[src/shared/stall_thermal_pkg.sv]
// Purpose: shared constants for the stall and thermal fault logic
// Assumes: 200 MHz hclk, AHB-Lite register access, 32-bit data
// Notes: register offsets are byte addresses, one word each
package stall_thermal_pkg;
  // ****************************************
  // register map
  // ****************************************
  localparam logic [7:0] ADDR_CTRL = 8'h00;
  localparam logic [7:0] ADDR_THRESH = 8'h04;
  localparam logic [7:0] ADDR_LOAD = 8'h08;
  localparam logic [7:0] ADDR_STATUS = 8'h0c;

  // control_register_five fields
  localparam int CTRL_EN = 0;
  localparam int CTRL_STUCK_REPORT_TO_PIN = 1;
  localparam int CTRL_LEARN = 2;
  localparam int CTRL_TMODE = 3;
  localparam int CTRL_TEMP_WARNING_TO_PIN = 4;
  localparam int CTRL_DECAY_LO = 5;
  localparam int CTRL_CLEAR = 8;
  localparam logic [7:0] CTRL_RESET = 8'h00;
  localparam logic [7:0] THRESH_RESET = 8'h00;
  localparam logic [2:0] DECAY_RIPPLE = 3'h7;

  // status fields
  localparam int ST_FAULT = 0;
  localparam int ST_STALL = 1;
  localparam int ST_SUMMARY = 2;
  localparam int ST_TEMP = 3;
  localparam int ST_OTS = 4;
  localparam int ST_HOT = 5;
  localparam int ST_COLD = 6;
  localparam int ST_LEARN_DONE = 7;
  localparam int ST_PIN = 8;

  // ****************************************
  // synchroniser lanes
  // ****************************************
  localparam int SY_SHUT = 0;
  localparam int SY_HOT = 1;
  localparam int SY_COLD = 2;
  localparam int SY_SLEEP = 3;
  localparam int SY_PIN = 4;
  localparam int SY_W = 5;
  localparam logic [4:0] SYNC_RESET = 5'h18;

  // ****************************************
  // timing and counts
  // ****************************************
  localparam int CLK_MHZ = 200;
  localparam int SLEEP_CLR_MIN_US = 18;
  localparam logic [11:0] SLEEP_CLR_MIN_CYC = 12'(SLEEP_CLR_MIN_US * CLK_MHZ);
  localparam int LOAD_UPDATE_NS = 100;
  localparam int LOAD_UPDATE_CYC = (LOAD_UPDATE_NS * CLK_MHZ) / 1000;
  localparam int AVG_DEPTH = 4;
  localparam logic [2:0] AVG_FULL = 3'h4;
  localparam int LEARN_ELEC_CYCLES = 16;
  localparam logic [5:0] LEARN_LAST = 6'(2 * LEARN_ELEC_CYCLES - 1);

  typedef enum logic [1:0] {LEARN_IDLE, LEARN_RUN, LEARN_DONE} learn_state_e;
endpackage : stall_thermal_pkg

[src/logic/half_cycle_avg.sv]
// Purpose: running average of the latest four half-cycle results
// Assumes: sample_valid is a one-cycle pulse on hclk
// Notes: avg_valid only once four samples are held since restart
`timescale 1ns/1ps
module half_cycle_avg
  import stall_thermal_pkg::*;
(
  input wire logic hclk,
  input wire logic hresetn,
  input wire logic restart,
  input wire logic sample_valid,
  input wire logic [7:0] sample,
  output logic [7:0] avg,
  output logic avg_valid
);
  logic [7:0] tap [AVG_DEPTH];
  logic [2:0] fill, next_fill;
  logic [7:0] next_avg;
  logic next_avg_valid;
  logic [9:0] sum;

  // ****************************************
  // tap line
  // ****************************************
  genvar i;
  generate
    for (i = 0; i < AVG_DEPTH; i++) begin : g_tap
      logic [7:0] next_tap;
      // each tap takes its neighbour on a new sample
      always_comb begin
        next_tap = tap[i];
        if (sample_valid) begin
          next_tap = (i == 0) ? sample : tap[(i == 0) ? 0 : i - 1];
        end
      end
      always_ff @(posedge hclk or negedge hresetn) begin
        if (!hresetn) begin
          tap[i] <= 8'h00;
        end else begin
          tap[i] <= next_tap;
        end
      end
    end
  endgenerate

  // sum of the newest sample and the three held before it
  always_comb begin
    sum = {2'b00, sample};
    for (int k = 0; k < AVG_DEPTH - 1; k++) begin
      sum = sum + {2'b00, tap[k]};
    end
  end

  // ****************************************
  // result
  // ****************************************
  // fill count keeps a partial window from reporting a false low figure
  always_comb begin
    next_fill = fill;
    next_avg = avg;
    next_avg_valid = 1'b0;
    if (restart) begin
      next_fill = 3'h0;
    end else if (sample_valid) begin
      if (fill < AVG_FULL) begin
        next_fill = fill + 3'h1;
      end
      if (fill >= AVG_FULL - 3'h1) begin
        next_avg = sum[9:2];
        next_avg_valid = 1'b1;
      end
    end
  end

  always_ff @(posedge hclk or negedge hresetn) begin
    if (!hresetn) begin
      fill <= 3'h0;
      avg <= 8'h00;
      avg_valid <= 1'b0;
    end else begin
      fill <= next_fill;
      avg <= next_avg;
      avg_valid <= next_avg_valid;
    end
  end
endmodule : half_cycle_avg

[src/logic/stall_and_thermal_fault_logic.sv]
// Purpose: stall detection, stall learning and thermal fault flags
// Assumes: half-cycle results arrive on hclk; comparators are async pins
// Notes: fault pin is open drain, only ever pulled low
// Contract
// - stall detection only in ripple decay mode
// - stall detection needs enable bit set
// - eight-bit load figure readable by software
// - figure below threshold latches stall and fault
// - stall pulls fault pin only when reported
// - stall stays latched until clear or sleep pulse
// - figure averages four half-cycles, prompt update
// - figure holds for the next half-cycle
// - stall latched within two electrical cycles
// - threshold written by host or learned
// - learn sixteen cycles, load threshold, flag done
// - shutdown kills bridge, pump, pulls pin, latches
// - latched mode holds outputs off until clear
// - auto mode recovers, temperature flags stay latched
// - hot warning flags, self-clearing, keeps running
// - hot warning reaches pin when warning report set
// - cold warning flags, self-clearing, reportable
//
// The AHB-Lite interface to the registers and the placing of the registers are this design's own decisions.
`timescale 1ns/1ps
module stall_and_thermal_fault_logic
  import stall_thermal_pkg::*;
(
  input wire logic hclk,
  input wire logic hresetn,
  input wire logic hsel,
  input wire logic [31:0] haddr,
  input wire logic [1:0] htrans,
  input wire logic hwrite,
  input wire logic [2:0] hsize,
  input wire logic [31:0] hwdata,
  input wire logic hready,
  output logic [31:0] hrdata,
  output logic hreadyout,
  output logic hresp,
  input wire logic half_cycle_done,
  input wire logic [7:0] bemf_sample,
  input wire logic shutdown_temp,
  input wire logic hot_temp,
  input wire logic cold_temp,
  input wire logic sleep_pin_n,
  input wire logic fault_pin_n_in,
  output logic fault_pin_n_out,
  output logic fault_pin_n_oe,
  output logic bridge_enable,
  output logic charge_pump_enable
);
  // ****************************************
  // declarations
  // ****************************************
  logic [SY_W-1:0] sync1, sync2, pins;
  logic shut_s, hot_s, cold_s, sleep_s;
  logic wr_pend, next_wr_pend, rd_wait, next_rd_wait, in_map, next_in_map;
  logic [7:0] addr_q, next_addr_q;
  logic [31:0] next_hrdata, rd_word;
  logic accept;
  logic [7:0] ctrl, next_ctrl, thresh, next_thresh;
  logic host_clear;
  logic [11:0] sleep_cnt, next_sleep_cnt;
  logic sleep_clear, clear_req;
  logic [7:0] avg, load_figure, next_load_figure;
  logic avg_valid, ripple, stall_active, restart;
  learn_state_e learn_state, next_learn_state;
  logic [5:0] learn_cnt, next_learn_cnt;
  logic [7:0] learn_max, next_learn_max, learn_peak, learn_value;
  logic learn_load;
  logic stall_latched, next_stall_latched, stall_hit;
  logic ots_flag, next_ots_flag, thermal_off, next_thermal_off;
  logic global_fault, next_global_fault, pin_low, next_pin_low;
  logic warn_rep;

  // ****************************************
  // pin synchronisers
  // ****************************************
  assign pins = {fault_pin_n_in, sleep_pin_n, cold_temp, hot_temp, shutdown_temp};
  genvar g;
  generate
    for (g = 0; g < SY_W; g++) begin : g_sync
      always_ff @(posedge hclk or negedge hresetn) begin
        if (!hresetn) begin
          sync1[g] <= SYNC_RESET[g];
          sync2[g] <= SYNC_RESET[g];
        end else begin
          sync1[g] <= pins[g];
          sync2[g] <= sync1[g];
        end
      end
    end
  endgenerate
  assign shut_s = sync2[SY_SHUT];
  assign hot_s = sync2[SY_HOT];
  assign cold_s = sync2[SY_COLD];
  assign sleep_s = sync2[SY_SLEEP];

  // ****************************************
  // ahb-lite slave
  // ****************************************
  // reads take one wait state so a write just before is always seen
  assign accept = hsel && htrans[1] && hready;
  assign hreadyout = !rd_wait;
  assign hresp = 1'b0;

  always_comb begin
    next_wr_pend = accept && hwrite && (hsize == 3'h2);
    next_rd_wait = accept && !hwrite;
    next_addr_q = accept ? haddr[7:0] : addr_q;
    next_in_map = accept ? (haddr[31:8] == 24'h000000) : in_map;
    next_hrdata = rd_wait ? rd_word : hrdata;
  end

  // read mux, unmapped words read as zero
  always_comb begin
    rd_word = 32'h00000000;
    if (in_map) begin
      case (addr_q)
        ADDR_CTRL: rd_word[7:0] = ctrl;
        ADDR_THRESH: rd_word[7:0] = thresh;
        ADDR_LOAD: rd_word[7:0] = load_figure;
        ADDR_STATUS: begin
          rd_word[ST_FAULT] = global_fault;
          rd_word[ST_STALL] = stall_latched;
          rd_word[ST_SUMMARY] = stall_latched;
          rd_word[ST_TEMP] = ots_flag || hot_s || cold_s;
          rd_word[ST_OTS] = ots_flag;
          rd_word[ST_HOT] = hot_s;
          rd_word[ST_COLD] = cold_s;
          rd_word[ST_LEARN_DONE] = (learn_state == LEARN_DONE);
          rd_word[ST_PIN] = sync2[SY_PIN];
        end
        default: rd_word = 32'h00000000;
      endcase
    end
  end

  always_ff @(posedge hclk or negedge hresetn) begin
    if (!hresetn) begin
      wr_pend <= 1'b0;
      rd_wait <= 1'b0;
      addr_q <= 8'h00;
      in_map <= 1'b0;
      hrdata <= 32'h00000000;
    end else begin
      wr_pend <= next_wr_pend;
      rd_wait <= next_rd_wait;
      addr_q <= next_addr_q;
      in_map <= next_in_map;
      hrdata <= next_hrdata;
    end
  end

  // ****************************************
  // control and threshold registers
  // ****************************************
  // the learned value wins over a host write in the same cycle
  always_comb begin
    next_ctrl = ctrl;
    next_thresh = thresh;
    host_clear = 1'b0;
    if (wr_pend && in_map) begin
      case (addr_q)
        ADDR_CTRL: begin
          next_ctrl = hwdata[7:0];
          host_clear = hwdata[CTRL_CLEAR];
        end
        ADDR_THRESH: next_thresh = hwdata[7:0];
        default: next_thresh = thresh;
      endcase
    end
    if (learn_load) begin
      next_thresh = learn_value;
    end
  end

  always_ff @(posedge hclk or negedge hresetn) begin
    if (!hresetn) begin
      ctrl <= CTRL_RESET;
      thresh <= THRESH_RESET;
    end else begin
      ctrl <= next_ctrl;
      thresh <= next_thresh;
    end
  end

  // ****************************************
  // sleep-pin clear pulse
  // ****************************************
  // any low stretch of at least the minimum width clears on release
  always_comb begin
    next_sleep_cnt = sleep_cnt;
    if (sleep_s) begin
      next_sleep_cnt = 12'h000;
    end else if (sleep_cnt < SLEEP_CLR_MIN_CYC) begin
      next_sleep_cnt = sleep_cnt + 12'h001;
    end
  end
  assign sleep_clear = sleep_s && (sleep_cnt == SLEEP_CLR_MIN_CYC);
  assign clear_req = host_clear || sleep_clear;

  always_ff @(posedge hclk or negedge hresetn) begin
    if (!hresetn) begin
      sleep_cnt <= 12'h000;
    end else begin
      sleep_cnt <= next_sleep_cnt;
    end
  end

  // ****************************************
  // load figure
  // ****************************************
  assign ripple = (ctrl[CTRL_DECAY_LO+:3] == DECAY_RIPPLE);
  assign stall_active = ripple && ctrl[CTRL_EN];
  assign restart = !ripple;

  half_cycle_avg u_avg (
    .hclk(hclk),
    .hresetn(hresetn),
    .restart(restart),
    .sample_valid(half_cycle_done && ripple),
    .sample(bemf_sample),
    .avg(avg),
    .avg_valid(avg_valid)
  );

  // figure changes only on a new average, so it holds a half-cycle
  always_comb begin
    next_load_figure = avg_valid ? avg : load_figure;
  end

  always_ff @(posedge hclk or negedge hresetn) begin
    if (!hresetn) begin
      load_figure <= 8'h00;
    end else begin
      load_figure <= next_load_figure;
    end
  end

  // ****************************************
  // threshold learning
  // ****************************************
  // learned threshold sits one above the highest stalled figure
  assign learn_peak = (avg > learn_max) ? avg : learn_max;
  assign learn_value = (learn_peak == 8'hff) ? 8'hff : learn_peak + 8'h01;
  assign learn_load = (learn_state == LEARN_RUN) && avg_valid && (learn_cnt == LEARN_LAST);

  always_comb begin
    next_learn_state = learn_state;
    next_learn_cnt = learn_cnt;
    next_learn_max = learn_max;
    case (learn_state)
      LEARN_IDLE: begin
        next_learn_cnt = 6'h00;
        next_learn_max = 8'h00;
        if (ctrl[CTRL_LEARN] && ripple) begin
          next_learn_state = LEARN_RUN;
        end
      end
      LEARN_RUN: begin
        if (!ctrl[CTRL_LEARN] || !ripple) begin
          next_learn_state = LEARN_IDLE;
        end else if (avg_valid) begin
          next_learn_max = learn_peak;
          next_learn_cnt = learn_cnt + 6'h01;
          if (learn_load) begin
            next_learn_state = LEARN_DONE;
          end
        end
      end
      LEARN_DONE: begin
        if (!ctrl[CTRL_LEARN]) begin
          next_learn_state = LEARN_IDLE;
        end
      end
      default: next_learn_state = LEARN_IDLE;
    endcase
  end

  always_ff @(posedge hclk or negedge hresetn) begin
    if (!hresetn) begin
      learn_state <= LEARN_IDLE;
      learn_cnt <= 6'h00;
      learn_max <= 8'h00;
    end else begin
      learn_state <= next_learn_state;
      learn_cnt <= next_learn_cnt;
      learn_max <= next_learn_max;
    end
  end

  // ****************************************
  // fault flags and pin
  // ****************************************
  // a deliberate stall while learning must not latch a fault
  assign stall_hit = avg_valid && stall_active && (learn_state != LEARN_RUN)
                     && (avg < thresh);
  assign warn_rep = ctrl[CTRL_TEMP_WARNING_TO_PIN] && (hot_s || cold_s);

  // set wins over clear for every latched flag
  always_comb begin
    next_stall_latched = stall_hit || (stall_latched && !clear_req);
    next_ots_flag = shut_s || (ots_flag && !clear_req);
    next_thermal_off = thermal_off;
    if (shut_s) begin
      next_thermal_off = 1'b1;
    end else if (ctrl[CTRL_TMODE]) begin
      next_thermal_off = 1'b0;
    end else if (clear_req) begin
      next_thermal_off = 1'b0;
    end
    next_global_fault = next_stall_latched || next_thermal_off || warn_rep;
    next_pin_low = (next_stall_latched && ctrl[CTRL_STUCK_REPORT_TO_PIN])
                   || next_thermal_off || warn_rep;
  end

  always_ff @(posedge hclk or negedge hresetn) begin
    if (!hresetn) begin
      stall_latched <= 1'b0;
      ots_flag <= 1'b0;
      thermal_off <= 1'b0;
      global_fault <= 1'b0;
      pin_low <= 1'b0;
    end else begin
      stall_latched <= next_stall_latched;
      ots_flag <= next_ots_flag;
      thermal_off <= next_thermal_off;
      global_fault <= next_global_fault;
      pin_low <= next_pin_low;
    end
  end

  // warnings never touch the bridge or the pump
  assign bridge_enable = !thermal_off;
  assign charge_pump_enable = !thermal_off;
  assign fault_pin_n_out = 1'b0;
  assign fault_pin_n_oe = pin_low;

  // ****************************************
  // checks
  // ****************************************
  property p_ripple_only;
    @(posedge hclk) disable iff (!hresetn) $rose(stall_latched) |-> $past(ripple);
  endproperty
  a_ripple_only: assert property (p_ripple_only) else $error("stall outside ripple");

  property p_enable_needed;
    @(posedge hclk) disable iff (!hresetn)
      !ctrl[CTRL_EN] && !stall_latched |=> !stall_latched;
  endproperty
  a_enable_needed: assert property (p_enable_needed) else $error("stall while off");

  property p_stall_latch;
    @(posedge hclk) disable iff (!hresetn) stall_hit |=> stall_latched && global_fault;
  endproperty
  a_stall_latch: assert property (p_stall_latch) else $error("stall not latched");

  property p_stall_pin;
    @(posedge hclk) disable iff (!hresetn)
      stall_latched && ctrl[CTRL_STUCK_REPORT_TO_PIN] && $past(ctrl[CTRL_STUCK_REPORT_TO_PIN]) |-> fault_pin_n_oe;
  endproperty
  a_stall_pin: assert property (p_stall_pin) else $error("stall pin missing");

  property p_stall_hold;
    @(posedge hclk) disable iff (!hresetn) stall_latched && !clear_req |=> stall_latched;
  endproperty
  a_stall_hold: assert property (p_stall_hold) else $error("stall dropped");

  property p_figure_update;
    @(posedge hclk) disable iff (!hresetn)
      avg_valid |=> load_figure == $past(avg) ##1 ($past(avg_valid) || $stable(load_figure));
  endproperty
  a_figure_update: assert property (p_figure_update) else $error("figure update");

  property p_figure_hold;
    @(posedge hclk) disable iff (!hresetn) !avg_valid |=> $stable(load_figure);
  endproperty
  a_figure_hold: assert property (p_figure_hold) else $error("figure moved");

  property p_learn_done;
    @(posedge hclk) disable iff (!hresetn)
      learn_load |=> learn_state == LEARN_DONE && thresh == $past(learn_value);
  endproperty
  a_learn_done: assert property (p_learn_done) else $error("learn not loaded");

  property p_shutdown;
    @(posedge hclk) disable iff (!hresetn)
      shut_s |=> !bridge_enable && !charge_pump_enable && fault_pin_n_oe && ots_flag;
  endproperty
  a_shutdown: assert property (p_shutdown) else $error("shutdown response");

  property p_latched_mode;
    @(posedge hclk) disable iff (!hresetn)
      thermal_off && !ctrl[CTRL_TMODE] && !clear_req |=> thermal_off;
  endproperty
  a_latched_mode: assert property (p_latched_mode) else $error("latched released");

  property p_auto_mode;
    @(posedge hclk) disable iff (!hresetn)
      thermal_off && ctrl[CTRL_TMODE] && !shut_s && !stall_latched && !stall_hit && !warn_rep
      && ots_flag && !clear_req |=> !thermal_off && !global_fault && !fault_pin_n_oe && ots_flag;
  endproperty
  a_auto_mode: assert property (p_auto_mode) else $error("auto recovery");

  property p_warn_pin;
    @(posedge hclk) disable iff (!hresetn)
      hot_s && ctrl[CTRL_TEMP_WARNING_TO_PIN] |=> fault_pin_n_oe && global_fault;
  endproperty
  a_warn_pin: assert property (p_warn_pin) else $error("warning pin missing");
endmodule : stall_and_thermal_fault_logic

[config.mk]
export PLATFORM = sky130hd
export DESIGN_NAME = stall_and_thermal_fault_logic
export DESIGN_NICKNAME = d
export VERILOG_FILES = /design/src/shared/stall_thermal_pkg.sv /design/src/logic/half_cycle_avg.sv /design/src/logic/stall_and_thermal_fault_logic.sv
export SDC_FILE = /design/constraint.sdc
export NUM_CORES = 1
export LEC_CHECK = 0
export BUFFER_PORTS_ARGS = -buffer_cell sky130_fd_sc_hd__buf_2
export CORE_MARGIN = 2
export CORE_UTILIZATION = 25
export DETAILED_ROUTE_END_ITERATION = 8
export PLACE_DENSITY_LB_ADDON = 0.15
export SYNTH_ARGS = -nofsm -noshare
export SYNTH_HDL_FRONTEND = slang
export SYNTH_SLANG_ARGS = --single-unit
[constraint.sdc]
create_clock -name hclk -period 5.2 [get_ports hclk]
set_input_delay 1.04 -clock hclk [delete_from_list [all_inputs] [get_ports hclk]]
set_output_delay 1.04 -clock hclk [all_outputs]
set_load 0.005 [all_outputs]
==> summary.md, run 1 <==
| Metric | Value |
|---|---|
| Status | completed |
| EDFF count, synth | 0 |
| Routability Congestion | 0.791 |
| Post-synth top flop | dfrtp_1 |
| Final period utilization | 80.4% |
| Sw Pwr | 0.550 mW |
| Drt total wl | around 16000 µm |
| CTS root buffer | clkbuf_16 |
| Max Transition Viols Final | 0 |
| I/O pin count | 126 |
| Antenna Nets Post-Route | 0 |
| Most frequent cells after synthesis | 119 x dfrtp_1, 65 x inv_1, 46 x nand2_1 |
| Tmin final | 4180 ps |
| H-tree depth | 4 |
| Placed cell areas | 7530 µm² |
| Reg2reg start | u_avg.avg[5] |
| Cell Pwr Density | 290 nW/µm² |
| GR Overflow Total | 0 |
| Initial antenna violation count | 0 |
| Peak supply drop | approximately 0.00015 V |
| Hold slack | 344 ps |
| Pre-antenna DRT Iters | 4 |
| FF+latch count, synth | 123 |
| Max-cap viol count | 0 |
| Final setup fails | 0 |
| Clk_lat worst skew | 420 ps |
| F_max | 239 MHz |
| Slew Limit Headroom | a little over a quarter |
| Post-route DRC | 0 |
| Top-area cell type share of the netlist area | a little over two fifths |
| Clk pwr share | 52.1% |
| Largest fanout on the critical path | 10 |
| Cell Count, Final, Fillers Out | 1083 |
| FFs w/ async S/R, synth | 100% |
| Largest net degree at the start of global routing | 52 |
| Core ar. | 26900 µm² |
| Setup TNS | 0 ps |
| Iter 0 DRT Violations | 215 |
| Combinational power share | ~5.5% |
| Slew @ Worst Pin | 1110 ps |
| Synth warnings | 0 |
| Switching Share | a little under a quarter |
| Leakage | 3.94 nW |
| First-pass GRT wire length | roughly 26000 µm |
| CP Class | reg2reg |
| Sequential share of the synthesized area | roughly 45% |
| Post-cts resize count | 0 |
| Syn Std Cell Area | 6840 µm² |
| Initial core utilization | 25.4% |
| Die ar. | roughly 29000 µm² |
| Sequential power share | 42.5% |
| DP Wirelength | 12400 µm |
| Row count | 60 |
| CTS tree | yes |
| Top cell type by total area after synthesis | dfrtp_1 |
| Vias per inst | 4.52 |
| Placed insts | 1051 |
| TritonCTS Sinks | 123 |
| Layout Nets | 863 |
| Synth-to-Final Area Change | 19.1% |
| Clock buffer depth | 2 |
| Clock transition at path regs | 60 ps |
| Crit. End Element | flop |
| Synth Instances | 643 |
| GRT Overall Usage | 11.8% |
| WP data arrival | ~4500 ps |
| Cell with the most instances after synthesis | dfrtp_1 |
| Int Pwr | 1.81 mW |
| WL/cell | 15.0 µm |
| Synth Area per Inst | 10.6 µm² |
| CTS buffer count | 17 |
| Synth cell types | 61 |
| Endpoints failing hold | 0 |
| Setup bufs post-CTS | 0 |
| I/O Buffers | 76 |
| Synth top area cells | dfrtp_1 44%, ha_1 6.8%, mux2_2 6.8% |
| Final std cell area, no fill | 8150 µm² |
| Critical Path Start | u_avg.avg[5] |
| Post-Place Setup Slack | 689 ps |
| Worst path required time | 5500 ps |
| Unrepaired setup endpoints after global routing | no |
| Vias in the first global route | between 5000 and 6000 |
| Share of cells above drive strength 1 | 23.6% |
| Hold Crit Class | reg2reg |
| Hold_buf cts | 0 |
| Antenna diodes | 0 |
| Setup crit start kind | flop |
| Setup ws final | 1020 ps |
| Fin Clk Skew | roughly 8.2 ps |
| Routed vias | roughly 5000 |
| Die H | ~170 µm |
| Hold Crit Start | sync1[0] |
| Die Width | between 150 and 200 µm |
[final cells by class]
| cell class | instances | area, µm² |
|---|---|---|
| Clock buffer | 19 | 443 |
| Inverter | 65 | 244 |
| Timing Repair Buffer | 80 | 413 |
| Tap cell | 341 | 427 |
| Fill cell | 2777 | 18700 |
| Sequential cell | 123 | 3080 |
| Clock inverter | 13 | 170 |
| Multi-Input combinational cell | 442 | 3370 |
[path summary, 6_finish.rpt]
kind | to | slack (ps) | depth (start not counted)
setup / recovery | thresh[2] | 1020 | 13
hold / removal | shut_s | 340 | 0
setup reg to reg | thresh[2] | 1020 | 13
hold reg to reg | shut_s | 340 | 0
max in group asynchronous | u_avg.avg[0] | 3550 | 2
min in group asynchronous | learn_cnt[2] | 590 | 1
[stage by stage]
stage,power [mW],util (%)
final,2.36,30.3
after global routing,2.46,30.3
after CTS,2.40,30.3
after detailed placement,1.15,28.0
after global placement,1.15,28.0
after floorplan,1.10,-
[per-layer routing]
| metal | vias up | track usage (%) | share of wire, % |
|---|---|---|---|
| met2 | 79 | 18.7 | 48 |
| li1 | 2398 | - | - |
| met1 | 2406 | 15.8 | 47 |
| met5 | - | 0 | 0 |
| met3 | 16 | 2.99 | 3.3 |
| met4 | 0 | 3.60 | 1.7 |
[registers in the layout (all words and copies together) (netlist names), 6 cells and up]
register     cells
addr_q           8
sleep_cnt       12
learn_cnt        6
thresh           8
load_figure      8
ctrl             8
hrdata           9
u_avg.avg        8
u_avg.tap       24
learn_max        8
[logic make-up after synthesis]
family,Yosys count,synth area share (%)
buffers and inverters,102,7.03
adders and majority gates,46,9.40
muxes,54,10.3
other,1,0.0548
DFF,123,45.1
and+or+nand+nor,163,12.1
xor gates and xnor gates,26,3.33
AOI/OAI and AO/OA,128,12.7
[worst max-delay path, cell delays in order (launching register included)]
cell and delay, ps:
dfrtp_1 590, ha_1 320, a211o_1 260, a21oi_1 240
nor2_1 110, a21oi_2 480, mux2_2 420, ha_1 280
and3_1 230, and3_1 220, nand3_1 170, nand2_1 90
mux4_2 470, a21o_1 190
[layout by cell type, fill, tap and decap left out, drive strengths merged, types with 4 or more instances in the layout]
master	instances
dfrtp	119
buf	80
inv	66
nand2	46
mux2	41
o21ai	39
ha	37
nor2	36
conb	25
a21oi	21
clkbuf	19
xor2	18
nand3	17
nand4	11
and3	10
a22o	10
a21o	10
nor3	9
o2bb2ai	9
mux4	9
fa	9
xnor2	8
nor4	8
clkinv	7
nand2b	6
o21a	6
a22oi	5
nor2b	5
and4	4
mux2i	4
a31oi	4
a211oi	4
dfstp	4
[power groups by stage]
stage                     registers, mW  clock network, mW  logic, mW
after floorplan                    1.00                  0     0.0952
after global placement             1.02                  0      0.131
after detailed placement           1.02                  0      0.133
after CTS                          1.00               1.26      0.133
after global routing               1.01               1.31      0.147
final                              1.00               1.23      0.129
No activity file was read; power rests on OpenSTA's default activity.
==> run 2: changes to the inputs <==
==> constraint.sdc (replaced) <==
create_clock -name hclk -period 4.2 [get_ports hclk]
set_input_delay 0.84 -clock hclk [delete_from_list [all_inputs] [get_ports hclk]]
set_output_delay 0.84 -clock hclk [all_outputs]
set_load 0.005 [all_outputs]
==> run 2 against run 1 <==
Effect of this change:
- flip-flop and latch count unchanged
- setup slack worse by 700 ps
- combinational power rose by 27%
==> summary.md, run 2 (synthesized netlist as in run 1, its figures left out) <==
| Metric | Value |
|---|---|
| Status | completed |
| Clock buffer depth | 2 |
| Max FFs per register | 24 |
| Synth-to-Final Area Change | 20.9% |
| Biggest regs | u_avg.tap x24, sleep_cnt x12, hrdata x9 |
| Fillers | 2765 |
| DP Wirelength | 12700 µm |
| I/O pin count | roughly 130 |
| Routed vias | 4954 |
| WL/cell | 15.2 µm |
| Post-Place Setup Slack | -69.9 ps |
| WP data arrival | 4190 ps |
| Hold_buf cts | 0 |
| Unrepaired setup endpoints after global routing | no |
| Initial antenna violation count | 0 |
| Iter 0 DRT Violations | 213 |
| Largest net degree at the start of global routing | 51 |
| Sequential cell area | 3080 µm² |
| Clk_lat worst skew | 420 ps |
| Die ar. | 28700 µm² |
| Antenna Nets Post-Route | 0 |
| Worst path required time | 4500 ps |
| Top reg by flops | u_avg.tap |
| Crit. End Element | flop |
| I/O Buffers | 76 |
| Most frequent cells in the layout | 119 x dfrtp_1, 75 x buf_2, 65 x inv_1 |
| Setup bufs post-CTS | 0 |
| Fin Clk Skew | ~15 ps |
| CP Class | reg2reg |
| CTS buffer count | 17 |
| Vias per inst | 4.52 |
| Final setup fails | 0 |
| First-pass GRT wire length | approximately 27000 µm |
| Hold Crit Class | reg2reg |
| Row count | 60 |
| Final period utilization | between 90% and 100% |
| Setup crit start kind | flop |
| Hold slack | 349 ps |
| Routability Congestion | approximately 0.80 |
| Max Transition Viols Final | 0 |
| Drt total wl | 16600 µm |
| Tmin final | 3890 ps |
| Core ar. | 26900 µm² |
| Core Util, Final | a little over 30% |
| Share of cells above drive strength 1 | 24.8% |
| Setup ws final | 313 ps |
| Die Width | 169 µm |
| Largest fanout on the critical path | 5 |
| Slew @ Worst Pin | just under 900 ps |
| Clock transition at path regs | 60 ps |
| GRT Overall Usage | between 10% and 20% |
| CTS root buffer | clkbuf_16 |
| Die H | 169 µm |
| Post-route DRC | 0 |
| Commonest non-fill, non-tap cell in the layout | dfrtp_1 |
| Pre-antenna DRT Iters | 4 |
| Max-cap viol count | 0 |
| TritonCTS Sinks | approximately 120 |
| GR Overflow Total | 0 |
| CTS tree | yes |
| Initial core utilization | approximately a quarter |
| Peak supply drop | roughly 0.00025 V |
| H-tree depth | 4 |
| Post-cts resize count | 0 |
| Layout Nets | about 880 |
| Multi-input gate area | 3370 µm² |
| Antenna diodes | 0 |
| Cell Pwr Density | 361 nW/µm² |
| F_max | 257 MHz |
| Slew Limit Headroom | between 40% and 50% |
| Vias in the first global route | 5056 |
| Leakage | 4.01 nW |
| Endpoints failing hold | 0 |
## run 2: cell count changes in the layout (fill, tap and decap cells not counted), sizes merged
cell      delta
buf         +12
inv          +2
bufinv       +1
clkinv       -6
clkinvlp     +3
## run 2: routing by layer
metal,GRT usage [%],share of wire [%]
met3,3.26,2.9
met2,19.2,47
met4,3.23,1.1
met1,16.5,49
met5,0,0
## run 2: worst paths after layout
path / slack, ps / cells past startpoint / start / to
min in group asynchronous: 450 / 1 / hresetn / learn_cnt[2]
max in group asynchronous: 2920 / 2 / hresetn / load_figure[4]
worst max register to register: 310 / 14 / learn_max[5] / thresh[2]
worst min-delay path: 350 / 0 / sync1[0] / shut_s
worst min register to register: 350 / 0 / sync1[0] / shut_s
worst max-delay path: 310 / 14 / learn_max[5] / thresh[2]
## run 2: final cells by class
type	count	share of cell area [%]
clock buffers	19	5.36
clock inverters	13	2.29
inverters	65	2.95
multi-input cells	442	40.7
flip-flops and latches	123	37.3
well taps	341	5.16
repair buffers	92	6.24
## run 2: metrics by stage
step / instance area (µm²) / power, mW / instances / TNS (ps)
2_1_floorplan: 6930 / 1.36 / 667 / 0
3_3_place_gp: 7630 / 1.43 / 1063 / -52.8
3_5_place_dp: 7630 / 1.43 / 1063 / -78.2
4_1_cts: 8270 / 3.04 / 1095 / 0
5_1_grt: 8270 / 3.12 / 1095 / 0
6_report: 8270 / 2.99 / 1095 / 0
## run 2: worst max-delay path, cell delays in order (launching register included)
cell	delay (ps)
dfrtp_1	410
inv_1	100
ha_1	290
a211o_1	260
a21oi_1	310
nor2_1	120
a21oi_2	270
mux2_2	410
ha_1	270
and3_1	230
and3_1	220
nand3_1	170
nand2_1	70
mux4_2	460
a21o_1	190
## run 2: power by group
group | total, mW | leakage, nW | switching (mW) | internal (mW)
clock | 1.58 | 0.293 | 0.567 | 1.01
combinational | 0.164 | 2.11 | 0.0844 | 0.0800
sequential | 1.24 | 1.61 | 0.0331 | 1.21
total | 2.99 | 4.01 | 0.684 | 2.30
==> run 3: changes to the inputs <==
--- a/config.mk
+++ b/config.mk
@@ -5,11 +5,13 @@
 export SDC_FILE = /design/constraint.sdc
 export NUM_CORES = 1
 export LEC_CHECK = 0
+export ABC_AREA = 1
 export BUFFER_PORTS_ARGS = -buffer_cell sky130_fd_sc_hd__buf_2
 export CORE_MARGIN = 2
 export CORE_UTILIZATION = 25
 export DETAILED_ROUTE_END_ITERATION = 8
 export PLACE_DENSITY_LB_ADDON = 0.15
+export RECOVER_POWER = 100
 export SYNTH_ARGS = -nofsm -noshare
 export SYNTH_HDL_FRONTEND = slang
 export SYNTH_SLANG_ARGS = --single-unit
==> run 3 against run 2 <==
Effect of this change:
- the run now ends with capacitance limit, slew limit left
- synthesized cell count rose by 23%
- register-to-register slack better by 510 ps
- clock-buffer cell count fell by 2
- critical endpoint is now u_avg.avg[6]
==> summary.md, run 3 <==
| Metric | Value |
|---|---|
| Final period utilization | 84.5% |
| Largest net degree at the start of global routing | a little under 70 |
| Cell Count, Final, Fillers Out | 1234 |
| Final std cell area, no fill | 8020 µm² |
| Hold Crit Class | reg2reg |
| CTS tree | yes |
| Initial antenna violation count | 0 |
| Worst r2r dst | u_avg.avg[6] |
| Routability Congestion | 0.750 |
| Hold depth | 0 |
| Hold_buf cts | 0 |
| Drt total wl | 16400 µm |
| CTS buffer count | 17 |
| Most frequent cells in the layout | 171 x nand2_1, 120 x inv_1, 119 x dfrtp_1 |
| Layout Nets | slightly above 1000 |
| Synth warnings | 0 |
| Peak supply drop | 0.000242 V |
| Vias per inst | approximately 4.2 |
| Post-cts resize count | 0 |
| Synth-to-Final Area Change | 18.0% |
| Setup bufs post-CTS | 0 |
| Commonest non-fill, non-tap cell in the layout | nand2_1 |
| FF+latch count, synth | 123 |
| Cell Pwr Density | 565 nW/µm² |
| Sequential share of the synthesized area | between 40 and 50% |
| Die ar. | about 29000 µm² |
| Hold slack | 350 ps |
| Cell with the most instances after synthesis | nand2_1 |
| Placed insts | 1202 |
| WL/cell | 13.3 µm |
| Top reg by flops | u_avg.tap |
| Pre-antenna DRT Iters | 4 |
| GRT Overall Usage | 12.1% |
| Setup TNS | 0 ps |
| Row count | 60 |
| Synth top area cells | dfrtp_1 44%, nand2_1 9.3%, ha_1 6.8% |
| Worst-case reg-to-reg path depth | 16 |
| Crit. End Element | flop |
| Biggest regs | u_avg.tap x24, sleep_cnt x12, hrdata x9 |
| Synth Area per Inst | between 8 and 9 µm² |
| Critical path's largest stage delay | 500 ps |
| FFs w/ async S/R, synth | 100% |
| Synth Instances | about 800 |
| DP Wirelength | about 12000 µm |
| Antenna diodes | 0 |
| CP bufs+invs | 4 |
| Slew Limit Headroom | -16.4% |
| Clock transition at path regs | approximately 60 ps |
| Final setup fails | 0 |
| Status | complete, but fails checks |
| GR Overflow Total | 0 |
| I/O pin count | ~130 |
| Routed vias | roughly 5200 |
| Hold Crit Start | sync1[2] |
| Top-area cell type share of the netlist area | 43.8% |
| Vias in the first global route | 5193 |
| Placed cell areas | about 7500 µm² |
| Tmin final | 3550 ps |
| Leakage | ~4.0 nW |
| Synth cell types | 49 |
| Max Transition Viols Final | between 60 and 70 |
| Setup crit start kind | input port |
| H-tree depth | 4 |
| Failing checks | capacitance limit, slew limit |
| Post-Place Setup Slack | about 210 ps |
| CTS root buffer | clkbuf_16 |
| Clk_lat worst skew | 420 ps |
| WP data arrival | 3830 ps |
| I/O Buffers | 76 |
| Initial core utilization | 25.4% |
| Crit path max-delay family | adder cells |
| Largest fanout on the critical path | 3 |
| Die Width | 169 µm |
| Max FFs per register | 24 |
| Worst path slowest cell | fa_1 |
| Crit path cell chain | clkbuf_1 > ha_1 > inv_1 > fa_1 > o21ai_0 > a21oi_1 > o21ai_0 > xnor2_1 > fa_1 > inv_1 > ha_1 > nand2_1 > inv_1 > nand4_1 > o211ai_1 > xnor2_1 > o21ai_0 |
| Top cell type by total area after synthesis | dfrtp_1 |
| Antenna Nets Post-Route | 0 |
| Worst path required time | 4480 ps |
| CP Class | in2reg |
| Syn Std Cell Area | 6790 µm² |
| Post-synth top flop | dfrtp_1 |
| Clock buffer depth | 2 |
| TritonCTS Sinks | approximately 120 |
| R2R setup slack | 820 ps |
| Endpoints failing hold | 0 |
| Share of cells above drive strength 1 | 14.8% |
| Max-cap viol count | 1 |
| Most frequent cells after synthesis | 168 x nand2_1, 119 x dfrtp_1, 117 x inv_1 |
| Worst Hold End | cold_s |
| Core ar. | 26800 µm² |
| Fin Clk Skew | 10.6 ps |
| Die H | roughly 170 µm |
| Reg2reg start | u_avg.tap[24] |
| EDFF count, synth | 0 |
| Setup ws final | between 600 and 700 ps |
| F_max | 282 MHz |
| Iter 0 DRT Violations | between 200 and 300 |
| First-pass GRT wire length | 27000 µm |
| Unrepaired setup endpoints after global routing | no |
| Slew @ Worst Pin | 1750 ps |
| Post-route DRC | 0 |
==> run 3: cell count changes after synthesis, sizes merged, moves of 14 or more <==
cell | previous run | this run
o22ai | 0 | 14
nand2 | 46 | 181
nand3 | 17 | 34
inv | 65 | 124
a21oi | 21 | 45
o21ai | 39 | 79
mux2 | 41 | 0
==> run 3: worst max path at each step <==
stage / depth (start not counted) / slack (ps) / from / endpoint
after global routing: 17 / 370 / bemf_sample[0] / u_avg.avg[6]
after CTS: 17 / 660 / bemf_sample[0] / u_avg.avg[6]
after global placement: 17 / 240 / bemf_sample[0] / u_avg.avg[6]
after floorplan: 16 / 660 / bemf_sample[0] / u_avg.avg[6]
final: 17 / 650 / bemf_sample[0] / u_avg.avg[6]
after detailed placement: 17 / 210 / bemf_sample[0] / u_avg.avg[6]
==> run 3: report_power, final <==
part           leakage (nW)  internal [mW]  switching, mW  total, mW
logic                  2.25          0.529          0.887       1.42
clock network         0.297          0.945          0.599       1.54
registers              1.48           1.39          0.178       1.57
==> run 3: kinds of logic after synthesis <==
group	after synthesis	share of synthesized area, %
buf+inv	161	10.3
flops	123	45.4
other cells	1	0.0552
simple gates	287	19.5
fa+ha+maj	46	9.47
compound gates	163	13.6
xor+xnor	13	1.68
==> run 3: metrics by stage <==
step | util (%) | power [mW]
floorplan | - | 2.71
global placement | 28.0 | 3.08
detailed placement | 28.0 | 3.09
CTS | 30.3 | 4.66
global route | 29.9 | 4.90
finish | 29.9 | 4.53
==> run 3: cell type report <==
class,count,area [µm²]
clock inverter,15,188
multi-input combinational,534,3040
sequential,123,3080
tap,341,427
timing repair buffer,78,385
clock buffer,17,425
fill,2887,18800
inverter,126,473
==> run 3: metal layers <==
metal  wire [µm]  vias up  GRT usage (%)
li1            -     2729              -
met1        8290     2419           17.3
met2        7330       67           18.4
met3         539       13           2.55
met4         193        0           3.60
met5           0        -              0
